File: src/hw/gpio_i2c_cfg_regs.vh
// How it works
// - Enabled pin without remote control drives its stored local value as an output, pin three only while its direction bit is 0
// - Enable bit 1 drives pin two (pin three per its remote and direction bits), 0 tri-states the pin; both reset to 1
// - Pin-three remote bit (bit 6, reset 0) outputs the deserializer value
// - Pin-two remote bit (bit 2, reset 1) outputs the deserializer value
// - SDA output delay field adds 50 ns steps, about 350 to 500 ns
// - Local-write-disable bit blocks register writes arriving over the control channel
// - Local-write-disable never blocks remote access to local I2C slaves
// - Speed-up bit makes the watchdog expire after 50 us, else after one second
// - Watchdog-disable bit 1 turns the bus watchdog off
// - SDA high and idle until expiry marks the bus as free
// - SDA low and idle until expiry starts nine SCL clock pulses
`ifndef GPIO_I2C_CFG_REGS_VH
`define GPIO_I2C_CFG_REGS_VH

// ----------------------------------------
// Register offsets
// ----------------------------------------
`define GPIO_PAIR_HIGH_CONFIG_ADDR 8'h0e
`define I2C_HOST_CONFIG_ADDR 8'h0f

// ----------------------------------------
// gpio_pair_high_config fields
// ----------------------------------------
`define PIN3_VALUE_BIT 7
`define PIN3_REMOTE_BIT 6
`define PIN3_DIR_BIT 5
`define PIN3_ENABLE_BIT 4
`define PIN2_VALUE_BIT 3
`define PIN2_REMOTE_BIT 2
`define PIN2_RSVD_BIT 1
`define PIN2_ENABLE_BIT 0
`define GPIO_PAIR_HIGH_CONFIG_RESET 8'h35

// ----------------------------------------
// i2c_host_config fields
// ----------------------------------------
`define SDA_DELAY_HI 4
`define SDA_DELAY_LO 3
`define LOCAL_WR_DIS_BIT 2
`define WDOG_FAST_BIT 1
`define WDOG_DIS_BIT 0
`define I2C_HOST_CONFIG_MASK 8'h1f
`define I2C_HOST_CONFIG_RESET 8'h00

// ----------------------------------------
// Timing
// ----------------------------------------
`define CLK_PERIOD_NS 100
`define SDA_DELAY_BASE_NS 350
`define SDA_DELAY_STEP_NS 50
`define WDOG_FAST_US 50
`define WDOG_FAST_CYC ((`WDOG_FAST_US * 1000) / `CLK_PERIOD_NS)
`define WDOG_SLOW_S 1
`define WDOG_SLOW_CYC ((`WDOG_SLOW_S * 1000000000) / `CLK_PERIOD_NS)
`define RECOVER_PULSES 9
`define RECOVER_HALF_CYC 50

`endif
File: src/hw/bus_watchdog.v
`timescale 1ns/10ps
`include "gpio_i2c_cfg_regs.vh"

module bus_watchdog #(
  parameter SLOW_CYC = `WDOG_SLOW_CYC,
  parameter FAST_CYC = `WDOG_FAST_CYC,
  parameter HALF_CYC = `RECOVER_HALF_CYC
) (
  input wire clock_in,
  input wire rst_b_in,
  input wire disable_in,
  input wire fast_in,
  input wire activity_in,
  input wire sda_level_in,
  output reg bus_free_q,
  output reg recovering_q,
  output reg scl_oe_n_q
);

  localparam ST_WATCH = 1'b0;
  localparam ST_RECOVER = 1'b1;
  localparam [3:0] PULSES = `RECOVER_PULSES;

  reg state_q;
  reg [23:0] idle_cnt_q;
  reg [15:0] half_cnt_q;
  reg [3:0] pulse_cnt_q;
  wire [23:0] limit;
  wire expired;

  // ----------------------------------------
  // Idle timer
  // ----------------------------------------
  assign limit = fast_in ? FAST_CYC[23:0] : SLOW_CYC[23:0];
  assign expired = (idle_cnt_q >= limit - 24'h000001);

  always @(posedge clock_in)
  begin
    if (!rst_b_in)
    begin
      state_q <= ST_WATCH;
      idle_cnt_q <= 24'h000000;
      half_cnt_q <= 16'h0000;
      pulse_cnt_q <= 4'h0;
      bus_free_q <= 1'b0;
      recovering_q <= 1'b0;
      scl_oe_n_q <= 1'b1;
    end
    else
    begin
      case (state_q)
        ST_WATCH:
        begin
          scl_oe_n_q <= 1'b1;
          recovering_q <= 1'b0;
          if (disable_in || activity_in)
          begin
            idle_cnt_q <= 24'h000000;
            bus_free_q <= 1'b0;
          end
          else if (expired)
          begin
            idle_cnt_q <= 24'h000000;
            if (sda_level_in)
              bus_free_q <= 1'b1;
            else
            begin
              state_q <= ST_RECOVER;
              recovering_q <= 1'b1;
              bus_free_q <= 1'b0;
              scl_oe_n_q <= 1'b0;
              half_cnt_q <= 16'h0000;
              pulse_cnt_q <= 4'h0;
            end
          end
          else
            idle_cnt_q <= idle_cnt_q + 24'h000001;
        end
        ST_RECOVER:
        begin
          if (half_cnt_q == HALF_CYC[15:0] - 16'h0001)
          begin
            half_cnt_q <= 16'h0000;
            if (!scl_oe_n_q)
            begin
              scl_oe_n_q <= 1'b1;
              pulse_cnt_q <= pulse_cnt_q + 4'h1;
            end
            else if (pulse_cnt_q == PULSES)
            begin
              state_q <= ST_WATCH;
              recovering_q <= 1'b0;
            end
            else
              scl_oe_n_q <= 1'b0;
          end
          else
            half_cnt_q <= half_cnt_q + 16'h0001;
        end
        default:
        begin
          state_q <= ST_WATCH;
        end
      endcase
    end
  end

endmodule

File: src/hw/gpio_i2c_cfg.v
`timescale 1ns/10ps
`include "gpio_i2c_cfg_regs.vh"

module gpio_i2c_cfg #(
  parameter WDOG_SLOW_CYC = `WDOG_SLOW_CYC,
  parameter RECOVER_HALF_CYC = `RECOVER_HALF_CYC,
  parameter DELAY_TAPS = 8
) (
  input wire clock_in,
  input wire rst_b_in,
  input wire reg_wr_in,
  input wire reg_remote_in,
  input wire [7:0] reg_addr_in,
  input wire [7:0] reg_wdata_in,
  output reg [7:0] reg_rdata_out,
  output reg reg_wr_refused_out,
  input wire remote_pin_two_in,
  input wire remote_pin_three_in,
  input wire general_pin_three_in,
  output reg general_pin_two_out,
  output reg general_pin_two_oe_n_out,
  output reg general_pin_three_out,
  output reg general_pin_three_oe_n_out,
  output reg general_pin_three_value_out,
  input wire remote_slave_req_in,
  output reg remote_slave_req_out,
  input wire sda_low_req_in,
  input wire scl_in,
  input wire sda_in,
  output reg scl_out,
  output wire scl_oe_n_out,
  output reg sda_out,
  output reg sda_oe_n_out,
  output wire bus_free_out,
  output wire bus_recovering_out
);

  reg [7:0] gpio_cfg_q;
  reg [7:0] i2c_cfg_q;
  reg [DELAY_TAPS-1:0] sda_line_q;
  wire [1:0] sda_delay_code;
  wire [2:0] sda_tap;
  wire [31:0] sda_tap_full;
  wire wr_hit_gpio;
  wire wr_hit_i2c;
  wire wr_blocked;
  wire activity;

  // ----------------------------------------
  // Input synchronisers
  // ----------------------------------------
  localparam NSYNC = 5;
  wire [NSYNC-1:0] async_in;
  reg [NSYNC-1:0] meta_q;
  reg [NSYNC-1:0] sync_q;
  reg [1:0] bus_prev_q;

  assign async_in = {remote_pin_two_in, remote_pin_three_in, general_pin_three_in,
                     scl_in, sda_in};

  genvar gi;
  generate
    for (gi = 0; gi < NSYNC; gi = gi + 1)
    begin : g_sync
      always @(posedge clock_in)
      begin
        if (!rst_b_in)
        begin
          meta_q[gi] <= 1'b1;
          sync_q[gi] <= 1'b1;
        end
        else
        begin
          meta_q[gi] <= async_in[gi];
          sync_q[gi] <= meta_q[gi];
        end
      end
    end
  endgenerate

  wire remote_two_s = sync_q[4];
  wire remote_three_s = sync_q[3];
  wire pin_three_s = sync_q[2];
  wire scl_s = sync_q[1];
  wire sda_s = sync_q[0];

  always @(posedge clock_in)
  begin
    if (!rst_b_in)
      bus_prev_q <= 2'b11;
    else
      bus_prev_q <= {scl_s, sda_s};
  end

  assign activity = (bus_prev_q != {scl_s, sda_s});

  // ----------------------------------------
  // Register access
  // ----------------------------------------
  function is_addr;
    input [7:0] addr;
    input [7:0] target;
    begin
      is_addr = (addr == target);
    end
  endfunction

  assign wr_blocked = reg_remote_in && i2c_cfg_q[`LOCAL_WR_DIS_BIT];
  assign wr_hit_gpio = reg_wr_in && !wr_blocked &&
                       is_addr(reg_addr_in, `GPIO_PAIR_HIGH_CONFIG_ADDR);
  assign wr_hit_i2c = reg_wr_in && !wr_blocked &&
                      is_addr(reg_addr_in, `I2C_HOST_CONFIG_ADDR);

  always @(posedge clock_in)
  begin
    if (!rst_b_in)
    begin
      gpio_cfg_q <= `GPIO_PAIR_HIGH_CONFIG_RESET;
      i2c_cfg_q <= `I2C_HOST_CONFIG_RESET;
      reg_rdata_out <= 8'h00;
      reg_wr_refused_out <= 1'b0;
    end
    else
    begin
      if (wr_hit_gpio)
        gpio_cfg_q <= reg_wdata_in;
      if (wr_hit_i2c)
        i2c_cfg_q <= reg_wdata_in & `I2C_HOST_CONFIG_MASK;
      reg_wr_refused_out <= reg_wr_in && wr_blocked;
      if (is_addr(reg_addr_in, `GPIO_PAIR_HIGH_CONFIG_ADDR))
        reg_rdata_out <= gpio_cfg_q;
      else if (is_addr(reg_addr_in, `I2C_HOST_CONFIG_ADDR))
        reg_rdata_out <= i2c_cfg_q;
      else
        reg_rdata_out <= 8'h00;
    end
  end

  // Passes remote requests for local I2C slaves regardless of the lock
  always @(posedge clock_in)
  begin
    if (!rst_b_in)
      remote_slave_req_out <= 1'b0;
    else
      remote_slave_req_out <= remote_slave_req_in;
  end

  // ----------------------------------------
  // General purpose pins
  // ----------------------------------------
  always @(posedge clock_in)
  begin
    if (!rst_b_in)
    begin
      general_pin_two_out <= 1'b0;
      general_pin_two_oe_n_out <= 1'b1;
      general_pin_three_out <= 1'b0;
      general_pin_three_oe_n_out <= 1'b1;
      general_pin_three_value_out <= 1'b0;
    end
    else
    begin
      general_pin_two_oe_n_out <= !gpio_cfg_q[`PIN2_ENABLE_BIT];
      if (gpio_cfg_q[`PIN2_REMOTE_BIT])
        general_pin_two_out <= remote_two_s;
      else
        general_pin_two_out <= gpio_cfg_q[`PIN2_VALUE_BIT];
      if (!gpio_cfg_q[`PIN3_ENABLE_BIT])
        general_pin_three_oe_n_out <= 1'b1;
      else if (gpio_cfg_q[`PIN3_REMOTE_BIT])
        general_pin_three_oe_n_out <= 1'b0;
      else
        general_pin_three_oe_n_out <= gpio_cfg_q[`PIN3_DIR_BIT];
      if (gpio_cfg_q[`PIN3_REMOTE_BIT])
        general_pin_three_out <= remote_three_s;
      else
        general_pin_three_out <= gpio_cfg_q[`PIN3_VALUE_BIT];
      general_pin_three_value_out <= pin_three_s;
    end
  end

  // ----------------------------------------
  // SDA output delay line
  // ----------------------------------------
  assign sda_delay_code = i2c_cfg_q[`SDA_DELAY_HI:`SDA_DELAY_LO];
  // Taps of 350..500 ns at whole clock periods, rounded down
  assign sda_tap_full = (`SDA_DELAY_BASE_NS + `SDA_DELAY_STEP_NS * sda_delay_code)
                        / `CLK_PERIOD_NS - 1;
  assign sda_tap = sda_tap_full[2:0];

  always @(posedge clock_in)
  begin
    if (!rst_b_in)
    begin
      sda_line_q <= {DELAY_TAPS{1'b0}};
      sda_oe_n_out <= 1'b1;
      sda_out <= 1'b0;
      scl_out <= 1'b0;
    end
    else
    begin
      sda_line_q <= {sda_line_q[DELAY_TAPS-2:0], sda_low_req_in};
      sda_oe_n_out <= !sda_line_q[sda_tap];
      sda_out <= 1'b0;
      scl_out <= 1'b0;
    end
  end

  // ----------------------------------------
  // Bus watchdog
  // ----------------------------------------
  bus_watchdog #(
    .SLOW_CYC(WDOG_SLOW_CYC),
    .FAST_CYC(`WDOG_FAST_CYC),
    .HALF_CYC(RECOVER_HALF_CYC)
  ) u_wdog (
    .clock_in(clock_in),
    .rst_b_in(rst_b_in),
    .disable_in(i2c_cfg_q[`WDOG_DIS_BIT]),
    .fast_in(i2c_cfg_q[`WDOG_FAST_BIT]),
    .activity_in(activity),
    .sda_level_in(sda_s),
    .bus_free_q(bus_free_out),
    .recovering_q(bus_recovering_out),
    .scl_oe_n_q(scl_oe_n_out)
  );

endmodule

File: config.mk
export PLATFORM = sky130hd
export DESIGN_NAME = gpio_i2c_cfg
export DESIGN_NICKNAME = d
export VERILOG_FILES = /design/src/hw/bus_watchdog.v /design/src/hw/gpio_i2c_cfg.v
export VERILOG_INCLUDE_DIRS = /design/src /design/src/hw
export SDC_FILE = /design/constraint.sdc
export NUM_CORES = 1
export LEC_CHECK = 0
export BUFFER_PORTS_ARGS = -buffer_cell sky130_fd_sc_hd__buf_2
export CORE_MARGIN = 10
export CORE_UTILIZATION = 49
export DETAILED_ROUTE_END_ITERATION = 8
export PLACE_DENSITY = 0.71
export SYNTH_ARGS = -nofsm -noshare
export SYNTH_HDL_FRONTEND = slang
export SYNTH_HIERARCHICAL = 1
export SYNTH_SLANG_ARGS = --single-unit
File: constraint.sdc
create_clock -name clock_in -period 2.4 [get_ports clock_in]
set_clock_uncertainty 0.15 [all_clocks]
set_input_delay 0.12 -clock clock_in [delete_from_list [all_inputs] [get_ports clock_in]]
set_output_delay 0.12 -clock clock_in [all_outputs]
set_load 0.02 [all_outputs]
Word level (Yosys, flattened, before mapping)
Index checks and enable logic that the tools add are counted.
Storage, ports and cells
  register bits after elaboration: 97
  input port bits: 27
  output and inout port bits: 21
  logic and storage cells: 109
Operators by class
  add/sub/neg operators: 6
  $mul: 1
  divide/modulo/power cells: 1
  order comparisons: 2
  eq/ne operators: 12
  muxes and demuxes: 41
  bitwise logic cells: 1
  reductions and logical operators: 15
Operators by type and width (number)
  2-to-1 mux 24 bit: 3
  2-to-1 mux 16 bit: 4
  divider 32 x 7 -> 32 bit (second input constant): 1
  one-hot mux 16 bit (2 select lines): 1
  adder 24 x 1 -> 24 bit (second input constant): 1
  greater-or-equal comparator 24 bit: 1
  subtractor 24 x 1 -> 24 bit (second input constant): 1
  2-to-1 mux 1 bit: 21
  2-to-1 mux 4 bit: 5
  adder 16 x 1 -> 16 bit (second input constant): 1
  == test 16 x 6 -> 1 bit (second input constant): 1
  == test 8 x 4 -> 1 bit (second input constant): 2
  adder 9 x 8 -> 10 bit (first input constant): 1
  inequality test 2 bit (second input constant): 5
  2-to-1 mux 8 bit: 1
  one-hot mux 4 bit (2 select lines): 1
  multiplier 5 x 2 -> 7 bit (first input constant): 1
  one-hot mux 1 bit (2 select lines): 3
  AND reduction 3 bit: 2
  logical AND 1 bit: 5
  2-to-1 mux 5 bit: 1
  AND reduction 5 bit: 1
  adder 4 x 1 -> 4 bit (second input constant): 1
  == test 4 bit (second input constant): 1
  other kinds (10): 14

Logic depth before layout (Yosys ltp)
Gate-level depths: netlist (run 1).
  word-level depth: 7
  mapped depth: 9

By module
The synthesis (run 1) kept the hierarchy.
By module, submodules not included
  bus_watchdog: instances 1, cells each 319, area an instance 2713.9 um2
  gpio_i2c_cfg: instances 1, cells each 163, area an instance 1762.9 um2

Least setup slack after synthesis (run 1)
OpenSTA, ideal clock, no wires.
  path type: register -> register
  start: register i2c_cfg_q[1]
  end: register u_wdog.half_cnt_q[2]
  setup time: 0.073 ns
  arrival time: 2.091 ns
  data required time: 2.177 ns
  setup slack: 0.086 ns
  stages on the path, launching flop included: 9
  clock period less this slack: 2.314 ns
  path through: dfxtp_1 > ha_1 > a2111o_1 > a21oi_2 > nand2b_1 > nand4_2 > buf_4 > o211a_1 > nor3_2
Between the ends
  cells in the longest elaborated chain, start to end: 5
RTL lines
  start, declared: line gpio_i2c_cfg.v:39  | reg [7:0] i2c_cfg_q;
  start signal, assigned: line gpio_i2c_cfg.v:119  | i2c_cfg_q <= `I2C_HOST_CONFIG_RESET;
  start signal, assigned: line gpio_i2c_cfg.v:128  | i2c_cfg_q <= reg_wdata_in & `I2C_HOST_CONFIG_MASK;
  2-to-1 mux 24 bit: line bus_watchdog.v:34  | assign limit = fast_in ? FAST_CYC[23:0] : SLOW_CYC[23:0];
  subtractor 24 x 1 -> 24 bit: line bus_watchdog.v:35  | assign expired = (idle_cnt_q >= limit - 24'h000001);
  greater-or-equal comparator 24 bit: line bus_watchdog.v:35
  inequality test 2 x 1 -> 1 bit (no source line)
  AND reduction 3 bit (no source line)
  end signal, assigned: line bus_watchdog.v:98  | half_cnt_q <= half_cnt_q + 16'h0001;
  end, declared: line bus_watchdog.v:26  | reg [15:0] half_cnt_q;
Every way passes these cells.
A chain may end at the register's enable or synchronous reset.

Worst setup path in the final report (run 1)
  start: input reg_wr_in
  end: register i2c_cfg_q[2]
Between the ends
  cells in the longest elaborated chain, start to end: 2
RTL lines
  start, declared: line gpio_i2c_cfg.v:11  | input wire reg_wr_in,
  logical AND 1 bit (2 in a row): line gpio_i2c_cfg.v:111  | assign wr_hit_i2c = reg_wr_in && !wr_blocked &&
Every way passes these cells.

==> results of run 1 <==
## where the power goes
| group | total, uW | switching [uW] | internal, uW | leakage (uW) |
|---|---|---|---|---|
| Combinational | 184 | 97.0 | 86.9 | 0.00124 |
| Sequential | 1640 | 11.2 | 1630 | 0.000787 |
| Clock | 995 | 594 | 400 | 0.0000956 |
## path summary, 6_finish.rpt
path | from | to | slack (ns) | cells past startpoint
max | reg_wr_in | i2c_cfg_q[2]$_SDFFE_PN0P_ | 0.07 | 7
min | reg_addr_in[6] | gpio_cfg_q[0]$_SDFFE_PN1P_ | 0.02 | 4
max reg2reg | i2c_cfg_q[1]$_SDFFE_PN0P_ | u_wdog/pulse_cnt_q[1]$_SDFFE_PN0P_ | 0.10 | 9
min reg2reg | gpio_cfg_q[0]$_SDFFE_PN1P_ | general_pin_two_oe_n_out$_SDFF_PN1_ | 0.25 | 1
## layout make-up
| type | count | share of cell area, % |
|---|---|---|
| Clock inverter | 6 | 1.13 |
| Tap cell | 108 | 2.54 |
| Antenna cell | 1 | 0.0470 |
| Sequential cell | 97 | 36.5 |
| Multi-Input combinational cell | 353 | 45.0 |
| Inverter | 10 | 0.706 |
| Clock buffer | 9 | 2.33 |
| Timing Repair Buffer | 86 | 11.8 |
## cell families after synthesis
group	Yosys count	share of synthesized area (%)
xor+xnor	22	4.30
buf+inv	33	3.52
flops	97	43.4
other cells	1	0.0838
fa+ha+maj	18	5.03
simple gates	211	26.5
compound gates	78	11.6
mux	22	5.56
## worst max-delay path, cell delays in order
cell           delay (ns)
dlygate4sd3_1        0.52
buf_2                0.14
and4_4               0.28
nand4_1              0.11
dlygate4sd3_1        0.61
a21oi_1              0.15
dlygate4sd3_1        0.55
## state kept, by name, summed over array words and instances, names as in the netlist, 2 cells and up
| register | flops |
|---|---|
| u_wdog/pulse_cnt_q | 4 |
| reg_rdata_out | 8 |
| u_wdog/idle_cnt_q | 24 |
| gpio_cfg_q | 8 |
| u_wdog/half_cnt_q | 16 |
| bus_prev_q | 2 |
| i2c_cfg_q | 5 |
| meta_q | 5 |
| sda_line_q | 8 |
## layout by cell type, fill, tap and decap left out, drive strengths merged, types with 17 or more instances in the layout
cell type,Yosys,layout
buf,12,59
dlygate4sd3,0,27
a21oi,17,17
nand2,51,51
nor2,45,45
nand3,23,23
dfxtp,97,97
mux2i,17,17
o21ai,19,19
ha,18,18
## routing by layer
| metal | global-route usage (%) | up-vias | share of wire, % |
|---|---|---|---|
| met5 | 0 | - | 0 |
| met4 | 4.14 | 0 | 0.99 |
| met3 | 3.36 | 9 | 4.0 |
| met2 | 24.6 | 59 | 49 |
| met1 | 18.8 | 1692 | 46 |
| li1 | - | 1883 | - |
## repair_timing
item	in CTS	in global routing
endpoints found under the hold margin	28	0
buffers inserted	0	0
hold buffers	27	0
gates resized for setup	0	5
setup endpoints to repair	0	4
## metrics by stage
| step | setup WS, ns | hold slack (ns) | power [uW] | instances | area [um^2] |
|---|---|---|---|---|---|
| after global routing | 0.00267 | 0.0252 | 2940 | 670 | 5320 |
| after CTS | 0.0768 | 0.00109 | 2860 | 669 | 5310 |
| final | 0.0652 | 0.0209 | 2820 | 670 | 5320 |
| after floorplan | 0.0858 | 0.0715 | 1770 | 483 | 4480 |
| after global placement | 0.178 | 0.154 | 1830 | 627 | 4850 |
| after detailed placement | 0.117 | 0.160 | 1830 | 627 | 4850 |
==> flow_summary_export.csv, run 1 <==
group,metric,value,unit
die,die_h,116,um
synthesis,synth-edff-count,0,
synthesis,synth_area_leaders,"dfxtp_1, ha_1, nand2_1",
clock_network,cts_tree,"done",
synthesis,yosysWarningCount,6,
worst_setup_path,crit_path_start_kind,"input port",
cells_and_area,areaGrowthSynthToFinish,18.8,%
global_route,antenna_found_initial,1,
worst_setup_path,crit_path_end_kind,"register",
sta,maxSlewViolCount,0,
synthesis,syn-cell-area,4480,um^2
cells_and_area,fillers,762,
clock_network,clk_latency,0.36,ns
synthesis,post-synth-top-count-cell,"dfxtp_1",
clock_network,path_clk_slew,0.09,ns
sta,min_period_over_period,97.3,%
worst_setup_path,critical_path_arrival,2.49,ns
sta,setup_viol,0,
drt,first_pass_iters,5,
die,dieArea,13400,um^2
die,die_w,116,um
drt,drc_errors,0,
synthesis,synth_cell_types,66,
synthesis,syn_area_per_cell,9.29,um^2
hold_path,min-delay-path-class,"input port to register",
flow_run,cap_violations,0,
die,coreArea,8810,um^2
clock_network,cts_buffer_depth,2,
clock_network,cts_root_buf,"clkbuf_8",
synthesis,ys_ff_latch,97,
global_route,grt_max_degree,50,
global_route,grt_usage,14.8,%
clock_network,clkSinkCount,97,
synthesis,synth_commonest_cells,"dfxtp_1, nand2_1, nor2_1",
sta,worstMarginPinSlew,0.629,ns
global_route,grt_pass1_vias,3621,
synthesis,ys.flop_type,"dfxtp_1",
outcome,outcome,"completed",
sta,final.min_clock_period,2.33,ns
synthesis,yosysTopAreaCell,"dfxtp_1",
clock_network,cts_made_buffers,9,
sta,tns,0,ns
worst_setup_path,crit_required,2.55,ns
place,hpwl,6.84,mm
place,gp_congestion,0.848,
worst_setup_path,worstSetupPathType,"input port to register",
place,numPortBuffers,45,
sta,timing.fmax,0.428,GHz
drt,ant_nets,0,
clock_network,htree_levels,3,
sta,grt_setup_unrepaired,"false",
die,io_pins,48,
drt,wl,9.69,mm
drt,dr_total_vias,3643,
drt,viasPerCell,5.44,
pwr,leakage,0.00212,uW
drt,routedWlPerCell,14.5,um
die,initial_core_util,50.8,%
synthesis,synth_top_area_share,43.4,%
die,rows,34,
cells_and_area,finalNetCount,602,
pwr,p_per_area,530,nW/um^2
pwr,peakVddDrop,324,uV
global_route,grt_pass1_wl,16.6,mm
cells_and_area,multi_input_area,2390,um^2
sta,finalHoldViolCount,0,
drt,drtIter0Drc,177,
sta,relSlewSlack,57.7,%
cells_and_area,seqCellArea,1940,um^2
synthesis,synthCells,482,
cells_and_area,utilization,60.4,%
synthesis,yosysSeqAreaShare,43.4,%
cells_and_area,drive_gt1_share,18.9,%
global_route,globalRouteOverflowTotal,0,
worst_setup_path,crit_fanout,6,
synthesis,synthArstFlopShare,0,%
(Power assumes the default switching activity.)
==> inputs of run 2 (changes only) <==
--- a/config.mk
+++ b/config.mk
@@ -7,10 +7,10 @@
 export NUM_CORES = 1
 export LEC_CHECK = 0
 export BUFFER_PORTS_ARGS = -buffer_cell sky130_fd_sc_hd__buf_2
-export CORE_MARGIN = 10
 export CORE_UTILIZATION = 49
 export DETAILED_ROUTE_END_ITERATION = 8
 export PLACE_DENSITY = 0.71
+export RECOVER_POWER = 25
 export SYNTH_ARGS = -nofsm -noshare
 export SYNTH_HDL_FRONTEND = slang
 export SYNTH_HIERARCHICAL = 1
==> run 2 against run 1 <==
Net effect:
- maximum frequency fell by 1.1%
- largest cell class unchanged
- critical path depth did not move
- clock-buffer cell count did not move
- die area fell by 29%
- power rose by 1.8%
- routed wire length fell by 1.9%
==> flow_summary_export.csv, run 2 (synthesis results as in run 1) <==
group,metric,value,unit
cells_and_area,drive_gt1_share,16.8,%
outcome,outcome,"completed",
place,place_inst,630,
clock_network,path_clk_slew,0.11,ns
worst_setup_path,crit_required,2.53,ns
sta,tns,0,ns
cells_and_area,final_common_cell,"dfxtp_1",
clock_network,cts_root_buf,"clkbuf_8",
pwr,power_switching,751,uW
sta,worstMarginPinSlew,0.984,ns
pwr,p_total,2870,uW
pwr,p_int,2120,uW
sta,min_period_over_period,98.4,%
worst_setup_path,critPathMaxStageDelay,0.39,ns
die,coreArea,8760,um^2
worst_setup_path,crit_path_start_kind,"register",
die,dieArea,9520,um^2
place,hpwl,6.53,mm
worst_setup_path,critical_path_arrival,2.50,ns
global_route,grt_usage,20.8,%
pwr,switching_share,26.2,%
global_route,grt_max_degree,35,
drt,drtIter0Drc,189,
worst_setup_path,r2r_slack,0.04,ns
cells_and_area,largest_register_ffs,24,
sta,maxSlewViolCount,0,
pwr,p_per_area,541,nW/um^2
drt,ant_nets,0,
die,io_pins,48,
drt,dr_total_vias,3736,
die,die_h,97.6,um
pwr,power.share.combinational,6.2,%
drt,viasPerCell,5.54,
sta,setup_viol,0,
drt,routedWlPerCell,14.1,um
worst_setup_path,worstPathCellList,"ha_1 -> a2111o_1 -> a21oi_2 -> nand2b_1 -> nand4_2 -> buf_4 -> a311oi_1",
drt,drc_errors,0,
die,rows,34,
cells_and_area,areaGrowthSynthToFinish,18.5,%
drt,first_pass_iters,5,
hold_path,min-delay-path-class,"input port to register",
sta,grt_setup_unrepaired,"true",
die,die_w,97.6,um
clock_network,clkSinkCount,97,
cells_and_area,stdcell_count,674,
die,initial_core_util,51.1,%
worst_setup_path,crit_path_end_kind,"register",
place,gp_congestion,0.890,
cells_and_area,design_area,5310,um^2
global_route,globalRouteOverflowTotal,0,
clock_network,cts_buffer_depth,2,
worst_setup_path,crit_fanout,7,
worst_setup_path,path_buf_inv,1,
worst_setup_path,worst_path_max_delay_cell,"a2111o_1",
drt,wl,9.51,mm
sta,timing.fmax,0.423,GHz
global_route,grt_pass1_vias,3516,
cells_and_area,fillers,746,
pwr,p_clk_share,36.6,%
clock_network,htree_levels,3,
sta,final.min_clock_period,2.36,ns
pwr,peakVddDrop,386,uV
worst_setup_path,crit_family,"compound AO/OA/AOI/OAI gates",
place,numPortBuffers,45,
worst_setup_path,worstSetupPathType,"register to register",
cells_and_area,final_cell_mix,"dfxtp_1, nand2_1, nor2_1",
pwr,leakage,0.00208,uW
sta,finalHoldViolCount,0,
cells_and_area,finalNetCount,606,
place,dpl-instance-area,4850,um^2
clock_network,clk_latency,0.37,ns
flow_run,cap_violations,0,
clock_network,cts_made_buffers,9,
global_route,antenna_found_initial,0,
global_route,grt_pass1_wl,16.3,mm
sta,relSlewSlack,34.4,%
cells_and_area,largest-register,"u_wdog/idle_cnt_q",
cells_and_area,num_antenna_cells,0,
clock_network,cts_tree,"done",
cells_and_area,reg_top3,"u_wdog/idle_cnt_q x24, u_wdog/half_cnt_q x16",
pwr,pwr-share-seq,57.2,%
[run 2: changes by cell type in the layout (fill, tap and decap cells not counted), sizes merged]
cell and delta:
clkbuf +19, buf -12, dlygate4sd3 -3, clkinvlp +1, diode -1
[run 2: power groups by stage]
stage | Combinational [uW] | Clock, uW | Sequential (uW)
6_report | 177 | 1050 | 1640
5_1_grt | 193 | 1150 | 1640
4_1_cts | 173 | 1080 | 1640
3_5_place_dp | 149 | 0 | 1680
3_3_place_gp | 147 | 0 | 1680
2_1_floorplan | 88.2 | 0 | 1680
[run 2: layout make-up]
cell class | instances | area (um^2) | share of cell area, %
repair buffers | 90 | 601 | 11.3
well taps | 108 | 135 | 2.55
inverters | 10 | 37.5 | 0.707
flip-flops and latches | 97 | 1940 | 36.6
clock inverters | 7 | 72.6 | 1.37
multi-input cells | 353 | 2390 | 45.1
clock buffers | 9 | 124 | 2.33
[run 2: worst paths after layout]
check                            start                                 to  cells past startpoint
min                     reg_addr_in[7]         gpio_cfg_q[2]$_SDFFE_PN1P_                      4
max reg2reg  i2c_cfg_q[1]$_SDFFE_PN0P_  u_wdog/half_cnt_q[9]$_SDFFE_PN0P_                      7
min reg2reg       meta_q[0]$_SDFF_PN1_                   sda_s$_SDFF_PN1_                      1
max          i2c_cfg_q[1]$_SDFFE_PN0P_  u_wdog/half_cnt_q[9]$_SDFFE_PN0P_                      7
[run 2: per-stage QoR]
| step | util, % | hold slack [ns] | worst slack, ns |
|---|---|---|---|
| finish | 60.6 | 0.0140 | 0.0384 |
| global route | 60.6 | 0.0381 | -0.0376 |
| global placement | 55.3 | 0.154 | 0.130 |
| CTS | 60.3 | 0.000776 | 0.0139 |
| floorplan | - | 0.0715 | 0.0858 |
| detailed placement | 55.3 | 0.157 | 0.0379 |
[run 2: worst min-delay path, cell delays in order]
cell and delay (ns):
buf_2 0.11, nor4_4 0.05, a31oi_1 0.14, o21ai_1 0.07
[run 2: layer usage]
layer / up-vias / track usage [%] / part of all wire, %
met4: 0 / 7.35 / 2.4
met2: 74 / 33.8 / 47
li1: 1891 / - / -
met5: - / 0 / 0
met1: 1750 / 27.5 / 47
met3: 21 / 3.88 / 2.9
[run 2: what timing repair did]
action / CTS / global route
endpoints found under the hold margin: 26 / 0
gates resized for setup: 0 / 5
endpoints found under the setup margin: 0 / 27
setup buffers: 0 / 4
hold buffers: 24 / 0
==> inputs of run 3 (changes only) <==
--- a/config.mk
+++ b/config.mk
@@ -6,6 +6,7 @@
 export SDC_FILE = /design/constraint.sdc
 export NUM_CORES = 1
 export LEC_CHECK = 0
+export ABC_AREA = 1
 export BUFFER_PORTS_ARGS = -buffer_cell sky130_fd_sc_hd__buf_2
 export CORE_UTILIZATION = 49
 export DETAILED_ROUTE_END_ITERATION = 8
==> run 3 against run 2 <==
Net effect:
- first-iteration DRC count up 12%
- critical path depth up 5
- largest cell class unchanged
- non-clock buffer count down 18
- critical endpoint is now u_wdog/pulse_cnt_q[3]$_SDFFE_PN0P_
- maximum frequency up 9.7%
- register-to-register slack better by 0.21 ns
- via count up 18%
==> flow_summary_export.csv, run 3 <==
group,metric,value,unit
sta,grt_setup_unrepaired,"false",
synthesis,ys.flop_type,"dfxtp_1",
worst_setup_path,crit_top_cell,"nand2_1",
clock_network,htree_levels,3,
synthesis,yosysWarningCount,6,
drt,ant_nets,0,
global_route,grt_max_degree,24,
drt,routedWlPerCell,12.0,um
hold_path,hold_depth,2,
drt,wl,10.5,mm
worst_setup_path,critical_path_arrival,2.28,ns
die,rows,36,
worst_setup_path,worstPathCellList,"buf_4 -> ha_1 -> nand3_1 -> nand3_1 -> nand2_1 -> nand2_1 -> nand2_1 -> nand3_2 -> nand2_4 -> nand2_4 -> a21oi_1 -> nor2_1",
sta,setup_viol,0,
die,io_pins,48,
sta,min_period_over_period,89.7,%
sta,maxSlewViolCount,0,
cells_and_area,stdcell_count,871,
sta,tns,0,ns
worst_setup_path,critPathMaxStageDelay,0.39,ns
worst_setup_path,reg2reg_depth,12,
worst_setup_path,worstSetupPathType,"register to register",
clock_network,cts_buffer_depth,2,
cells_and_area,drive_gt1_share,17.9,%
synthesis,synth_top_area_share,39.0,%
synthesis,syn_area_per_cell,7.40,um^2
cells_and_area,reg_top3,"u_wdog/idle_cnt_q x24, u_wdog/half_cnt_q x16",
cells_and_area,largest-register,"u_wdog/idle_cnt_q",
sta,final.min_clock_period,2.15,ns
global_route,grt_pass1_vias,4075,
cells_and_area,finalNetCount,778,
hold_path,min-delay-path-class,"input port to register",
synthesis,yosysSeqAreaShare,39.0,%
hold_path,whs_endpoint,"general_pin_two_oe_n_out$_SDFF_PN1_",
synthesis,synth-edff-count,0,
worst_setup_path,crit_fanout,14,
hold_path,hold_start,"rst_b_in",
drt,first_pass_iters,5,
synthesis,synth_cell_types,45,
sta,worstMarginPinSlew,1.27,ns
die,initial_core_util,50.7,%
clock_network,cts_made_buffers,9,
place,numPortBuffers,45,
drt,drtIter0Drc,211,
drt,drc_errors,0,
drt,viasPerCell,5.04,
cells_and_area,final_cell_mix,"nand2_1, dfxtp_1, inv_1",
synthesis,synthArstFlopShare,0,%
worst_setup_path,crit_path_start_kind,"register",
sta,finalHoldViolCount,0,
worst_setup_path,worst_path_max_delay_cell,"dfxtp_2",
synthesis,synthCells,672,
cells_and_area,largest_register_ffs,24,
synthesis,post-synth-top-count-cell,"nand2_1",
clock_network,cts_root_buf,"clkbuf_8",
die,dieArea,10600,um^2
sta,relSlewSlack,14.9,%
worst_setup_path,crit_family,"simple AND/OR/NAND/NOR gates",
clock_network,path_clk_slew,0.10,ns
drt,dr_total_vias,4393,
worst_setup_path,path_buf_inv,1,
synthesis,synth_area_leaders,"dfxtp_1, nand2_1, inv_1",
worst_setup_path,rr_startpoint,"i2c_cfg_q[1]$_SDFFE_PN0P_",
global_route,grt_pass1_wl,18.0,mm
clock_network,clkSinkCount,97,
cells_and_area,num_antenna_cells,0,
outcome,outcome,"completed",
synthesis,syn-cell-area,4980,um^2
cells_and_area,areaGrowthSynthToFinish,13.6,%
clock_network,clk_latency,0.37,ns
cells_and_area,fillers,938,
flow_run,cap_violations,0,
pwr,p_per_area,534,nW/um^2
global_route,antenna_found_initial,0,
worst_setup_path,crit_required,2.53,ns
clock_network,cts_tree,"done",
cells_and_area,final_common_cell,"nand2_1",
global_route,globalRouteOverflowTotal,0,
global_route,grt_usage,21.7,%
synthesis,ys_ff_latch,97,
place,place_inst,838,
place,hpwl,7.45,mm
place,gp_congestion,0.870,
synthesis,yosysTopAreaCell,"dfxtp_1",
die,die_w,103,um
worst_setup_path,crit_path_end_kind,"register",
pwr,peakVddDrop,394,uV
die,die_h,103,um
cells_and_area,utilization,57.5,%
pwr,leakage,0.00250,uW
worst_setup_path,timing.rr.end,"u_wdog/pulse_cnt_q[3]$_SDFFE_PN0P_",
worst_setup_path,r2r_slack,0.25,ns
synthesis,synth_commonest_cells,"nand2_1, dfxtp_1, inv_1",
die,coreArea,9820,um^2
sta,timing.fmax,0.464,GHz
[run 3: area by class of cell]
| class | instances | area (um^2) | area share (%) |
|---|---|---|---|
| Clock buffer | 10 | 128 | 2.26 |
| Clock inverter | 6 | 98.8 | 1.75 |
| Inverter | 92 | 354 | 6.27 |
| Tap cell | 133 | 166 | 2.95 |
| Multi-Input combinational cell | 461 | 2500 | 44.3 |
| Sequential cell | 97 | 1940 | 34.4 |
| Timing Repair Buffer | 72 | 459 | 8.13 |
[run 3: logic make-up after synthesis]
group / count (synthesis) / synth area share (%)
compound gates: 62 / 7.22
buf+inv: 115 / 10.5
other cells: 1 / 0.0754
simple gates: 362 / 35.7
xor+xnor: 17 / 2.99
fa+ha+maj: 18 / 4.53
flops: 97 / 39.0
[run 3: what timing repair did]
item | CTS | global route
hold buffers | 17 | 0
setup buffers | 0 | 0
setup endpoints to repair | 0 | 25
hold endpoints to repair | 21 | 0
gates resized for setup | 0 | 1
[run 3: layer usage]
layer	up-vias	GRT usage [%]	wire length [um]
met2	101	36.3	4910
met5	-	0	0
met4	0	11.5	234
met1	2000	26.7	4860
li1	2275	-	-
met3	17	3.80	472
[run 3: power by group]
part,switching [uW],leakage [uW],internal [uW]
logic,100,0.00160,72.6
clock network,598,0.000111,604
registers,10.6,0.000787,1630
total,709,0.00250,2310
[run 3: stage by stage]
step           hold WS (ns)  power (uW)  setup slack [ns]  cell area, um^2
2_1_floorplan        0.0676        1790             0.420             4980
5_1_grt              0.0352        3140            0.0715             5650
3_3_place_gp          0.159        1830             0.233             5280
6_report             0.0292        3020             0.247             5650
4_1_cts              0.0110        3050             0.124             5680
3_5_place_dp          0.158        1840             0.143             5280
[run 3: worst max-delay path by stage]
stage	startpoint	end	slack, ns	depth (start not counted)
2_1_floorplan	i2c_cfg_q[1]$_SDFFE_PN0P_	u_wdog/scl_oe_n_q$_SDFFE_PN1P_	0.42	14
3_3_place_gp	i2c_cfg_q[1]$_SDFFE_PN0P_	u_wdog/pulse_cnt_q[0]$_SDFFE_PN0P_	0.23	12
3_5_place_dp	i2c_cfg_q[1]$_SDFFE_PN0P_	u_wdog/pulse_cnt_q[3]$_SDFFE_PN0P_	0.14	12
4_1_cts	i2c_cfg_q[1]$_SDFFE_PN0P_	u_wdog/idle_cnt_q[13]$_SDFFE_PN0N_	0.12	12
5_1_grt	i2c_cfg_q[1]$_SDFFE_PN0P_	u_wdog/idle_cnt_q[15]$_SDFFE_PN0N_	0.07	12
6_report	i2c_cfg_q[1]$_SDFFE_PN0P_	u_wdog/pulse_cnt_q[3]$_SDFFE_PN0P_	0.25	12
